### config.mk
export PLATFORM = sky130hd
export DESIGN_NAME = pie_irq_bank
export DESIGN_NICKNAME = d
export VERILOG_FILES = /design/src/design/pie_irq_bank.v
export VERILOG_INCLUDE_DIRS = /design/src /design/src/design
export SDC_FILE = /design/constraint.sdc
export NUM_CORES = 1
export LEC_CHECK = 0
export BUFFER_PORTS_ARGS = -buffer_cell sky130_fd_sc_hd__buf_2
export CORE_ASPECT_RATIO = 1.4
export CORE_UTILIZATION = 53
export DETAILED_ROUTE_END_ITERATION = 6
export GPL_ROUTABILITY_DRIVEN = 0
export PLACE_DENSITY = 0.9
export RECOVER_POWER = 50
export SLEW_MARGIN = 10
export SYNTH_ARGS = -nofsm -noshare
export SYNTH_HDL_FRONTEND = slang
export SYNTH_SLANG_ARGS = --single-unit
### constraint.sdc
create_clock -name clk_i -period 4.4 [get_ports clk_i]
set_input_delay 0.44 -clock clk_i [delete_from_list [all_inputs] [get_ports clk_i]]
set_output_delay 0.44 -clock clk_i [all_outputs]
set_load 0.005 [all_outputs]
### src/design/pie_defines.vh
`ifndef PIE_DEFINES_VH
`define PIE_DEFINES_VH
// ----------------------------------------
// register byte addresses (word aligned)
// ----------------------------------------
`define PIE_ADDR_ENABLE_A    6'h00
`define PIE_ADDR_ENABLE_B    6'h04
`define PIE_ADDR_ENABLE_C    6'h08
`define PIE_ADDR_PRIORITY_A  6'h0C
`define PIE_ADDR_PRIORITY_B  6'h10
`define PIE_ADDR_PRIORITY_C  6'h14
`define PIE_ADDR_CONTROL     6'h18
`define PIE_ADDR_STATUS      6'h1C
// ----------------------------------------
// implemented bit masks and reset values
// ----------------------------------------
`define PIE_MASK_A           8'hFF
`define PIE_MASK_B           8'h5F
`define PIE_MASK_C           8'h3F
`define PIE_EN_RESET         8'h00
`define PIE_PRIO_RESET_A     8'hFF
`define PIE_PRIO_RESET_B     8'h5F
`define PIE_PRIO_RESET_C     8'h3F
// ----------------------------------------
// control register fields
// ----------------------------------------
`define PIE_CTL_PRIO_BIT     0
`define PIE_CTL_GLOBAL_BIT   1
`define PIE_CTL_RESET        2'h0
// slave port source is bit 7 of group a
`define PIE_SLAVE_PORT_BIT   7
`endif

### src/design/pie_irq_bank.v
`timescale 1ns/10ps
`include "pie_defines.vh"

module pie_irq_bank (
  // clock and reset
  input  wire        clk_i,
  input  wire        rst_i,
  // wishbone slave
  input  wire        wb_cyc_i,
  input  wire        wb_stb_i,
  input  wire        wb_we_i,
  input  wire [5:0]  wb_adr_i,
  input  wire [3:0]  wb_sel_i,
  input  wire [31:0] wb_dat_i,
  output reg  [31:0] wb_dat_o,
  output reg         wb_ack_o,
  // peripheral flags, groups a,b,c in bits 7..0, 15..8, 23..16
  input  wire [23:0] flag_i,
  input  wire        mcu_mode_i,
  // requests toward the core
  output reg         irq_req_o,
  output reg         irq_high_o,
  output reg         irq_low_o
);

  // ----------------------------------------
  // sizes and source positions
  // ----------------------------------------
  // one byte register per 32-bit word, low byte only; the upper bytes read
  // zero so software may use word or byte loads alike
  // flat source vector: group a in 7..0, group b in 15..8, group c in 23..16
  localparam NUM_SRC              = 24;

  // group a, all eight positions in use
  localparam SRC_TIMER1_OVF       = 0;
  localparam SRC_TIMER2_MATCH     = 1;
  localparam SRC_CAPCMP1          = 2;
  localparam SRC_SYNC_SERIAL      = 3;
  localparam SRC_UART1_TX         = 4;
  localparam SRC_UART1_RX         = 5;
  localparam SRC_ADC_DONE         = 6;
  localparam SRC_SLAVE_PORT       = `PIE_SLAVE_PORT_BIT;

  // group b, bits 15 and 13 are holes
  localparam SRC_CAPCMP2          = 8;
  localparam SRC_TIMER3_OVF       = 9;
  localparam SRC_LOW_VOLTAGE      = 10;
  localparam SRC_BUS_COLLISION    = 11;
  localparam SRC_NVM_WRITE        = 12;
  localparam SRC_COMPARATOR       = 14;

  // group c, bits 23 and 22 are holes; capture units 3..5 share one field
  localparam SRC_CAPCMP3TO5_LO    = 16;
  localparam SRC_CAPCMP3TO5_HI    = 18;
  localparam SRC_TIMER4_MATCH     = 19;
  localparam SRC_UART2_TX         = 20;
  localparam SRC_UART2_RX         = 21;

  // per source gating nets
  genvar      src_idx;
  wire [23:0] src_gate;
  wire [23:0] pend_high;
  wire [23:0] pend_low;

  // ----------------------------------------
  // register state
  // ----------------------------------------
  reg  [23:0] enable_q;
  reg  [23:0] prio_q;
  reg  [1:0]  ctl_q;
  wire [23:0] mask;
  wire [23:0] eff_en;
  wire [23:0] eff_prio;
  wire [23:0] pending;
  wire        prio_mode;
  wire        global_en;
  wire        req_d;
  wire        high_d;
  wire        low_d;
  wire        acc;
  reg  [7:0]  rd_byte;

  // ----------------------------------------
  // named register views
  // ----------------------------------------
  // named bits keep the read map readable and make a misplaced bit obvious

  wire       slave_port_access_irq_en   = enable_q[SRC_SLAVE_PORT];
  wire       adc_done_irq_en            = enable_q[SRC_ADC_DONE];
  wire       uart1_rx_irq_en            = enable_q[SRC_UART1_RX];
  wire       uart1_tx_irq_en            = enable_q[SRC_UART1_TX];
  wire       sync_serial_irq_en         = enable_q[SRC_SYNC_SERIAL];
  wire       capcmp1_irq_en             = enable_q[SRC_CAPCMP1];
  wire       timer2_match_irq_en        = enable_q[SRC_TIMER2_MATCH];
  wire       timer1_overflow_irq_en     = enable_q[SRC_TIMER1_OVF];

  wire       comparator_irq_en          = enable_q[SRC_COMPARATOR];
  wire       nvm_write_irq_en           = enable_q[SRC_NVM_WRITE];
  wire       bus_collision_irq_en       = enable_q[SRC_BUS_COLLISION];
  wire       low_voltage_irq_en         = enable_q[SRC_LOW_VOLTAGE];
  wire       timer3_overflow_irq_en     = enable_q[SRC_TIMER3_OVF];
  wire       capcmp2_irq_en             = enable_q[SRC_CAPCMP2];

  wire       uart2_rx_irq_en            = enable_q[SRC_UART2_RX];
  wire       uart2_tx_irq_en            = enable_q[SRC_UART2_TX];
  wire       timer4_match_irq_en        = enable_q[SRC_TIMER4_MATCH];
  wire [2:0] capcmp3to5_irq_en          = enable_q[SRC_CAPCMP3TO5_HI:SRC_CAPCMP3TO5_LO];

  wire       slave_port_access_irq_prio = prio_q[SRC_SLAVE_PORT];
  wire       adc_done_irq_prio          = prio_q[SRC_ADC_DONE];
  wire       uart1_rx_irq_prio          = prio_q[SRC_UART1_RX];
  wire       uart1_tx_irq_prio          = prio_q[SRC_UART1_TX];
  wire       sync_serial_irq_prio       = prio_q[SRC_SYNC_SERIAL];
  wire       capcmp1_irq_prio           = prio_q[SRC_CAPCMP1];
  wire       timer2_match_irq_prio      = prio_q[SRC_TIMER2_MATCH];
  wire       timer1_overflow_irq_prio   = prio_q[SRC_TIMER1_OVF];

  wire       comparator_irq_prio        = prio_q[SRC_COMPARATOR];
  wire       nvm_write_irq_prio         = prio_q[SRC_NVM_WRITE];
  wire       bus_collision_irq_prio     = prio_q[SRC_BUS_COLLISION];
  wire       low_voltage_irq_prio       = prio_q[SRC_LOW_VOLTAGE];
  wire       timer3_overflow_irq_prio   = prio_q[SRC_TIMER3_OVF];
  wire       capcmp2_irq_prio           = prio_q[SRC_CAPCMP2];

  wire       uart2_rx_irq_prio          = prio_q[SRC_UART2_RX];
  wire       uart2_tx_irq_prio          = prio_q[SRC_UART2_TX];
  wire       timer4_match_irq_prio      = prio_q[SRC_TIMER4_MATCH];
  wire [2:0] capcmp3to5_irq_prio        = prio_q[SRC_CAPCMP3TO5_HI:SRC_CAPCMP3TO5_LO];

  // read bytes, holes forced to zero whatever the stored bit holds
  wire [7:0] view_en_a;
  wire [7:0] view_en_b;
  wire [7:0] view_en_c;
  wire [7:0] view_prio_a;
  wire [7:0] view_prio_b;
  wire [7:0] view_prio_c;

  assign view_en_a   = {slave_port_access_irq_en, adc_done_irq_en, uart1_rx_irq_en,
                        uart1_tx_irq_en, sync_serial_irq_en, capcmp1_irq_en,
                        timer2_match_irq_en, timer1_overflow_irq_en};
  assign view_en_b   = {1'h0, comparator_irq_en, 1'h0, nvm_write_irq_en,
                        bus_collision_irq_en, low_voltage_irq_en,
                        timer3_overflow_irq_en, capcmp2_irq_en};
  assign view_en_c   = {2'h0, uart2_rx_irq_en, uart2_tx_irq_en,
                        timer4_match_irq_en, capcmp3to5_irq_en};
  assign view_prio_a = {slave_port_access_irq_prio, adc_done_irq_prio, uart1_rx_irq_prio,
                        uart1_tx_irq_prio, sync_serial_irq_prio, capcmp1_irq_prio,
                        timer2_match_irq_prio, timer1_overflow_irq_prio};
  assign view_prio_b = {1'h0, comparator_irq_prio, 1'h0, nvm_write_irq_prio,
                        bus_collision_irq_prio, low_voltage_irq_prio,
                        timer3_overflow_irq_prio, capcmp2_irq_prio};
  assign view_prio_c = {2'h0, uart2_rx_irq_prio, uart2_tx_irq_prio,
                        timer4_match_irq_prio, capcmp3to5_irq_prio};

  assign mask = {`PIE_MASK_C, `PIE_MASK_B, `PIE_MASK_A};
  assign prio_mode = ctl_q[`PIE_CTL_PRIO_BIT];
  assign global_en = ctl_q[`PIE_CTL_GLOBAL_BIT];
  // single cycle ack: the request is taken only while ack is low
  assign acc = wb_cyc_i & wb_stb_i & ~wb_ack_o;

  // ----------------------------------------
  // register writes
  // ----------------------------------------
  // unimplemented bits are masked so they always read zero
  always @(posedge clk_i) begin
    if (rst_i) begin
      enable_q <= {`PIE_EN_RESET, `PIE_EN_RESET, `PIE_EN_RESET};
      prio_q   <= {`PIE_PRIO_RESET_C, `PIE_PRIO_RESET_B, `PIE_PRIO_RESET_A};
      ctl_q    <= `PIE_CTL_RESET;
    end else if (acc && wb_we_i && wb_sel_i[0]) begin
      case (wb_adr_i)
        `PIE_ADDR_ENABLE_A:   enable_q[7:0]   <= wb_dat_i[7:0] & `PIE_MASK_A;
        `PIE_ADDR_ENABLE_B:   enable_q[15:8]  <= wb_dat_i[7:0] & `PIE_MASK_B;
        `PIE_ADDR_ENABLE_C:   enable_q[23:16] <= wb_dat_i[7:0] & `PIE_MASK_C;
        `PIE_ADDR_PRIORITY_A: prio_q[7:0]     <= wb_dat_i[7:0] & `PIE_MASK_A;
        `PIE_ADDR_PRIORITY_B: prio_q[15:8]    <= wb_dat_i[7:0] & `PIE_MASK_B;
        `PIE_ADDR_PRIORITY_C: prio_q[23:16]   <= wb_dat_i[7:0] & `PIE_MASK_C;
        `PIE_ADDR_CONTROL:    ctl_q           <= wb_dat_i[1:0];
        default: begin
        end
      endcase
    end
  end

  // ----------------------------------------
  // request logic
  // ----------------------------------------
  // one slice per source; every position is handled the same way except the slave port, which adds the mode gate
  generate
    for (src_idx = 0; src_idx < NUM_SRC; src_idx = src_idx + 1) begin : g_src
      if (src_idx == SRC_SLAVE_PORT) begin : g_mode
        // outside microcontroller mode the slave port source is dead
        assign src_gate[src_idx] = mcu_mode_i;
      end else begin : g_plain
        assign src_gate[src_idx] = 1'h1;
      end
      // holes are masked even if a stray flag shows up there
      assign eff_en[src_idx]    = enable_q[src_idx] & mask[src_idx] & src_gate[src_idx];
      assign eff_prio[src_idx]  = prio_q[src_idx] & mask[src_idx];
      assign pending[src_idx]   = flag_i[src_idx] & eff_en[src_idx];
      assign pend_high[src_idx] = pending[src_idx] & eff_prio[src_idx];
      assign pend_low[src_idx]  = pending[src_idx] & ~eff_prio[src_idx];
    end
  endgenerate

  assign req_d    = prio_mode ? (|pending) : (global_en & (|pending));
  // priority routing only in priority mode
  assign high_d   = prio_mode & (|pend_high);
  assign low_d    = prio_mode & (|pend_low);

  // mcu_mode_i is a static strap from the same clock domain
  always @(posedge clk_i) begin
    if (rst_i) begin
      irq_req_o  <= 1'b0;
      irq_high_o <= 1'b0;
      irq_low_o  <= 1'b0;
    end else begin
      irq_req_o  <= req_d;
      irq_high_o <= high_d;
      irq_low_o  <= low_d;
    end
  end

  // ----------------------------------------
  // read mux and ack
  // ----------------------------------------
  // unmapped addresses read zero and still ack, so the bus never hangs
  always @* begin
    rd_byte = 8'h00;
    case (wb_adr_i)
      `PIE_ADDR_ENABLE_A:   rd_byte = view_en_a;
      `PIE_ADDR_ENABLE_B:   rd_byte = view_en_b;
      `PIE_ADDR_ENABLE_C:   rd_byte = view_en_c;
      `PIE_ADDR_PRIORITY_A: rd_byte = view_prio_a;
      `PIE_ADDR_PRIORITY_B: rd_byte = view_prio_b;
      `PIE_ADDR_PRIORITY_C: rd_byte = view_prio_c;
      `PIE_ADDR_CONTROL:    rd_byte = {6'h00, ctl_q};
      `PIE_ADDR_STATUS:     rd_byte = {5'h00, irq_low_o, irq_high_o, irq_req_o};
      default:              rd_byte = 8'h00;
    endcase
  end

  // ack follows the taking edge by exactly one cycle and lasts one cycle;
  // masking the request with ack stops a held strobe from being taken on
  // back-to-back edges, but it is taken again after the ack, so the master must drop cyc and stb after each answer
  // read data is zero outside ack, which keeps a shared return bus quiet
  always @(posedge clk_i) begin
    if (rst_i) begin
      wb_ack_o <= 1'b0;
      wb_dat_o <= 32'h00000000;
    end else begin
      wb_ack_o <= acc;
      wb_dat_o <= acc ? {24'h000000, rd_byte} : 32'h00000000;
    end
  end

endmodule

-- Yosys cells after proc, flatten, opt, wreduce, memory -nomap -nowiden
Cells that the tools add are included.
- ROM bits: 0
- memories kept: 0
- output and inout bits: 36
- RAM bits: 0
- register bits: 78
- bits in latches: 0
- input bits: 72
- shift-type cells: 0
- muxes and demuxes: 2
- equality and inequality tests: 7
- add/sub/neg operators: 0
- reduce and logical (&&, ||, !) cells: 14
- multipliers: 0
- order comparisons: 0
- bitwise gates (word level): 88
- div/mod/pow operators: 0
- operators by type and width (kind ; count):
    1-bit AND ; 66
    8-bit case mux with 8 select lines ; 1
    20-bit OR reduction ; 3
    6-bit by 5-bit equality test with 1-bit output (second input constant) ; 4
    1-bit NOT ; 22
    2-bit AND reduction ; 7
    6-bit by 4-bit equality test with 1-bit output (second input constant) ; 2
    6-bit by 3-bit equality test with 1-bit output (second input constant) ; 1
    6-bit zero test ; 1
    1-bit logical AND ; 2
    2-bit OR reduction ; 1
    1-bit 2-to-1 mux ; 1

-- Longest topological paths before layout
Gate-level depths: netlist of run 1.
- depth after elaboration: 5
- gate-level depth with buffers: 6

-- Least setup slack after synthesis of run 1
Ideal clock, no wire load.
- kind: in2reg
- from: input wb_adr_i[1]
- to: register prio_q[5]
- cell stages on the path: 6
- setup slack: 2.338 ns
- data arrival time: 1.943 ns
- buffers on the path: 2
- path through: or4_4 > buf_6 > nor4b_4 > buf_4 > nor2b_1 > a211o_1
- word-level cells in the longest chain between the ends: 2
- ends and longest elaborated chain (element ; RTL line ; text):
    start: declaration ; pie_irq_bank.v:12 ; input wire [5:0] wb_adr_i,
    6-bit by 4-bit equality test with 1-bit output ; pie_irq_bank.v:171 ; case (wb_adr_i)
    2-bit AND reduction (no source line) ; -- ;
    end signal: assignment ; pie_irq_bank.v:168 ; prio_q <= {`PIE_PRIO_RESET_C, `PIE_PRIO_RESET_B, `PIE_PRIO_RESET_A};
    end signal: assignment ; pie_irq_bank.v:175 ; `PIE_ADDR_PRIORITY_A: prio_q[7:0] <= wb_dat_i[7:0] & `PIE_MASK_A;
    end: declaration ; pie_irq_bank.v:69 ; reg [23:0] prio_q;
No other way between the ends.
A chain may end at the register's enable or synchronous reset.

-- Worst setup path after layout of run 1
- from: register wb_ack_o
- to: register prio_q[1]
- word-level cells in the longest chain between the ends: 5
- ends and longest elaborated chain (element ; RTL line ; text):
    start: declaration ; pie_irq_bank.v:16 ; output reg wb_ack_o,
    start signal: assignment ; pie_irq_bank.v:249 ; wb_ack_o <= 1'b0;
    start signal: assignment ; pie_irq_bank.v:252 ; wb_ack_o <= acc;
    1-bit NOT ; pie_irq_bank.v:159 ; assign acc = wb_cyc_i & wb_stb_i & ~wb_ack_o;
    1-bit AND ; pie_irq_bank.v:159 ;
    1-bit logical AND (2 in series) ; pie_irq_bank.v:170 ; end else if (acc && wb_we_i && wb_sel_i[0]) begin
    2-bit AND reduction (no source line) ; -- ;
No other way between the ends.

==> run summary, run 1 <==
post-route cell area: 3143 sq um
DP Wirelength: 5.556 mm
CTS HTree Levels: 2
maximum VDD drop: 0.2178 mV
n_diodes: 0
Lkg Pwr: 1.125 nW
CTS Buf Count: 5
Ys Warns: 0
hold_buf cts: 0
Period Utilization, post-route: 51.64%
CTS root buffer: clkbuf_8
share of cells above drive strength 1: 21.20%
Slew headroom: 34.94%
starting DRC count in detailed routing: 228
Async SR Flop Fraction: 0%
RSZ-0062 raised after global routing: false
final clock skew: 0.006117 ns
Worst-Skew Late Latency: 0.31 ns
final-report setup violation count: 0
Die Wd: 63.84 um
Tot GR Track Use: 28.10%
overall routed net length: 7.656 mm
gr ovfl total: 0
Mean Syn Cell Area: 9.428 sq um
max-slew violations: 0
Post-Syn Area: 2838 sq um
IO Pins: 108
die height: 88.58 um
first-pass GRT wire length: 11.87 mm
clk slew on worst S/H paths: 0.09 ns
Req. time, crit path: 4.61 ns
nets: 421
Vias per Instance: 6.272
drt wl/cell: 18.45 um
CP Cell Sequence: nand3b_1, nor4b_4, nor2b_1, a211o_1
initial antenna violation count: 0
antenna viol nets, final: 0
maximum number of pins on one net before global-route repair: 46
# clock sinks: 54
hold worst-path end: prio_q[7]
port bufs: 52
non-filler cells, final: 415
top cell type's share of synthesized area: 38.10%
Post-DP Area: 3047 sq um
# Post-CTS Setup Buffers: 0
Reg power frac: 54.4%
post-CTS resize count: 0
Post-synth top cells: 54 x dfxtp_1, 35 x nor2_1, 25 x buf_4
critical path's slowest cell: nor4b_4
Core ar.: 5159 sq um
Worst EP arrival: 2.48 ns
Final Hold Vio Count: 0
Pwr Density: 286.2 nW/um^2
maximum capacitance violations: 0
Switching Share: 22.40%
critical setup path kind: flip-flop to flip-flop
FF-to-FF path depth: 4
most numerous cell in the Yosys netlist: dfxtp_1
Initial Util: 55.01%
Max FO, Critical Path: 16
EDFF count, synth: 0
clock tree buffer depth: 2
post-synth cell types: 39
Fmax achieved: 440.1 MHz
fin crit period: 2.272 ns
Critical path buffers and inverters: 0
commonest register cell after synthesis: dfxtp_1
Synth area leaders: dfxtp_1 38%, mux2i_1 8.1%, buf_4 6.6%
Pint: 698.0 uW
Comb power frac: 8.2%
CP Launch Type: flip-flop
Die Area: 5655 sq um
Clock Power Share: 37.4%
Min-Delay Path Class: input port to flip-flop
Seq/Total Area, Yosys: 38.10%
dpl cells: 408
Reg-to-Reg Start: wb_ack_o
Fill cells: 460
Least-Margin Pin Slew: 0.9686 ns
via count: 2,603
CP max stage delay: 0.97 ns
Synth area leader: dfxtp_1
CTS tree: done
FP Rows: 31
outcome: finished clean
CP delay by family, top: simple AND/OR/NAND/NOR gates
number of global-route vias before repair: 2,421
drt pass-1 iters: 6
DRC Markers: 0
Yosys reg bits: 54
reg-to-reg endpoint: prio_q[1]
R2R setup slack: 2.13 ns
total net switching power: 201.4 uW
Cells after Synth: 301
area grow syn2layout: 10.76%
Worst Hold Depth: 2
crit end category: flip-flop
Hold Startpoint: wb_dat_i[7]
Setup TNS Final: 0 ns
how the worst max path moves through the flow:
stage / depth (start not counted) / from / endpoint
2_1_floorplan: 6 / wb_adr_i[1] / prio_q[5]
3_3_place_gp: 5 / wb_adr_i[1] / prio_q[4]
3_5_place_dp: 5 / wb_adr_i[1] / prio_q[1]
4_1_cts: 4 / wb_ack_o / prio_q[1]
5_1_grt: 4 / wb_ack_o / prio_q[2]
6_report: 4 / wb_ack_o / prio_q[1]
sequential cells by signal (all words and copies together) (netlist names):
register	count
irq_req_o	1
irq_high_o	1
wb_dat_o	8
enable_q	20
prio_q	20
wb_ack_o	1
irq_low_o	1
ctl_q	2
cells in the final DEF (no fill, tap or decap), types with 2 or more instances in the layout:
cell,instances
nor2_1,35
nor3_1,3
a22oi_1,7
nor2b_1,21
conb_1,24
o22ai_1,9
clkbuf_1,4
nand4_1,7
nand2b_1,3
mux2i_1,23
clkbuf_8,6
mux2_2,3
buf_2,50
nor4_4,3
a32oi_1,2
a211o_1,20
dfxtp_1,54
nand3_1,22
nor4_1,8
nand2_1,21
mux4_2,7
final cells by class:
cell class | count | area, sq um | share of cell area, %
repair buffers | 55 | 272.8 | 8.678
multi-input cells | 233 | 1594 | 50.72
clock inverters | 1 | 30.03 | 0.9554
flip-flops and latches | 54 | 1081 | 34.40
clock buffers | 6 | 82.58 | 2.627
well taps | 66 | 82.58 | 2.627
logic make-up (layout without fill, tap and decap cells):
family	Yosys count	in the layout	synth area share, %
other	1	24	0.1321
and+or+nand+nor	131	131	25.79
muxes	33	33	14.86
buffers and inverters	37	62	8.554
DFF	54	54	38.10
AOI/OAI and AO/OA	45	45	12.57
power groups by stage:
| stage | Sequential (mW) | Clock, mW | Combinational (mW) |
|---|---|---|---|
| floorplan | 0.501 | 0 | 0.0541 |
| global placement | 0.501 | 0 | 0.0701 |
| detailed placement | 0.501 | 0 | 0.0717 |
| CTS | 0.489 | 0.337 | 0.0723 |
| global route | 0.490 | 0.357 | 0.0801 |
| finish | 0.490 | 0.337 | 0.0734 |
stage by stage:
stage	util [%]	setup WS, ns	hold slack [ns]	total power [mW]
3_3_place_gp	59.06	1.920	0.5111	0.5710
4_1_cts	61.24	2.104	0.3583	0.8986
6_report	60.93	2.128	0.3524	0.8995
5_1_grt	60.93	1.975	0.3588	0.9267
2_1_floorplan	-	2.338	0.4699	0.5550
3_5_place_dp	59.06	1.856	0.5011	0.5727
metal layers:
metal | GRT usage, % | up-vias | routed length (um)
met5 | 0 | - | 0
met4 | 21.49 | 0 | 544
li1 | - | 1157 | -
met3 | 5.799 | 57 | 841
met2 | 47.20 | 231 | 3583
met1 | 31.24 | 1158 | 2686
Power figures use the tool's default switching activity.
==> run 2, diff against run 1 <==
- CORE_UTILIZATION: 53 -> 49
- PLACE_DENSITY: 0.9 -> 0.85
- clock period: 4.4 -> 2.1 ns (I/O delays scaled with it)
==> run 2 against run 1 <==
Compared with the run above:
- final area rose by 2.5%
- sequential power grew 110%
- hold slack got worse by 0.25 ns
- count of clock-buffer cells in the layout shrank 1
- first-iteration DRC count grew 17%
- maximum frequency increased by 25%
- sequential share of layout area fell by 0.84 points
==> run summary, run 2 (synthesis gave the netlist of run 1 again) <==
outcome: finished clean
most frequent cells in the layout: 54 x dfxtp_1, 43 x buf_2, 35 x nor2_1, 24 x conb_1, 23 x mux2i_1
# Post-CTS Setup Buffers: 0
Die Area: 6104 sq um
# clock sinks: 54
final-report setup violation count: 0
nets: 431
CTS Buf Count: 5
Req. time, crit path: 2.30 ns
CP max stage delay: 0.45 ns
antenna viol nets, final: 0
CTS root buffer: clkbuf_8
critical path's slowest cell: clkbuf_1
met1 usage: 31.43%
Min-Delay Path Class: input port to flip-flop
Initial Util: 51.36%
clock tree buffer depth: 2
port bufs: 52
max-slew violations: 0
DP Wirelength: 5.713 mm
DRC Markers: 0
Core ar.: 5525 sq um
Setup TNS Final: 0 ns
Final Util: 58.31%
CTS tree: done
gr ovfl total: 0
Fmax achieved: 550.9 MHz
hold_buf cts: 0
FP Rows: 32
first-pass GRT wire length: 11.96 mm
n_diodes: 0
overall routed net length: 7.542 mm
Slew headroom: 64.60%
drt pass-1 iters: 6
clk slew on worst S/H paths: 0.10 ns
Max FO, Critical Path: 8
maximum capacitance violations: 0
initial antenna violation count: 0
Post-DP Area: 3137 sq um
grt met3 use: 4.104%
Pwr Density: 623.4 nW/um^2
post-CTS resize count: 0
GRT busiest layer: met2
commonest non-fill, non-tap cell in the layout: dfxtp_1
IO Pins: 108
post-route cell area: 3222 sq um
final clock skew: 0.01177 ns
Lkg Pwr: 1.145 nW
fin crit period: 1.815 ns
Final Hold Vio Count: 0
Period Utilization, post-route: 86.44%
Worst EP arrival: 2.01 ns
RSZ-0062 raised after global routing: false
crit end category: flip-flop
number of global-route vias before repair: 2,467
Vias per Instance: 6.049
met2 usage: 44.22%
Die Wd: 66.32 um
Worst Hold Margin: 0.1064 ns
maximum VDD drop: 0.3573 mV
Worst-Skew Late Latency: 0.32 ns
via count: 2,589
Tot GR Track Use: 26.38%
share of cells above drive strength 1: 21.11%
Top Registers: enable_q (20), prio_q (20), wb_dat_o (8)
starting DRC count in detailed routing: 267
CP Launch Type: flip-flop
critical setup path kind: flip-flop to flip-flop
Least-Margin Pin Slew: 0.5310 ns
drt wl/cell: 17.62 um
CP Cell Sequence: nand3b_1, buf_4, nor4_1, clkbuf_1, mux2i_1, nor2_1
maximum number of pins on one net before global-route repair: 26
CTS HTree Levels: 2
die height: 92.04 um
area grow syn2layout: 13.54%
==> run 2: cell count changes in the layout (fill, tap and decap cells not counted), sizes merged <==
| cell | change |
|---|---|
| clkinv | +1 |
| bufinv | +1 |
| buf | +2 |
| clkbuf | +7 |
==> run 2: metal layers <==
| metal | wire length, um | share of wire, % | vias to the layer above |
|---|---|---|---|
| met5 | 0 | 0 | - |
| met4 | 321 | 4.3 | 0 |
| met3 | 690 | 9.1 | 31 |
| met2 | 3737 | 50 | 182 |
| met1 | 2792 | 37 | 1194 |
| li1 | - | - | 1182 |
==> run 2: metrics by stage <==
step                total power [mW]  setup WS (ns)  instances
floorplan                      1.163         0.2144        324
global placement               1.206         0.2338        420
detailed placement             1.208         0.2042        420
CTS                            2.020         0.4425        428
global route                   2.069         0.1805        428
finish                         2.008         0.2848        428
==> run 2: cell type report <==
cell class,count,area (sq um)
Clock inverter,3,68.82
Multi-Input combinational cell,233,1570
Tap cell,68,85.08
Clock buffer,5,68.82
Timing Repair Buffer,65,347.8
Sequential cell,54,1081
Fill cell,489,2303
==> run 2: worst max-delay path: cells and delay by family (launching register included) <==
kind                   cells  cell delay (ns)
buffers and inverters      2             0.63
DFF                        1             0.32
muxes                      1             0.27
and+or+nand+nor            3             0.49
==> run 2: power breakdown <==
part | switching (mW) | internal, mW | total [mW]
clock | 0.349 | 0.477 | 0.826
sequential | 0.00117 | 1.02 | 1.03
combinational | 0.0961 | 0.0604 | 0.157
==> run 2: final timing paths <==
| path | start | end | slack (ns) | cells after the start |
|---|---|---|---|---|
| hold / removal | wb_dat_i[7] | prio_q[7] | 0.11 | 2 |
| setup / recovery | wb_ack_o | enable_q[16] | 0.28 | 6 |
| setup reg to reg | wb_ack_o | enable_q[16] | 0.28 | 6 |
| hold reg to reg | ctl_q[0] | irq_high_o | 0.54 | 2 |
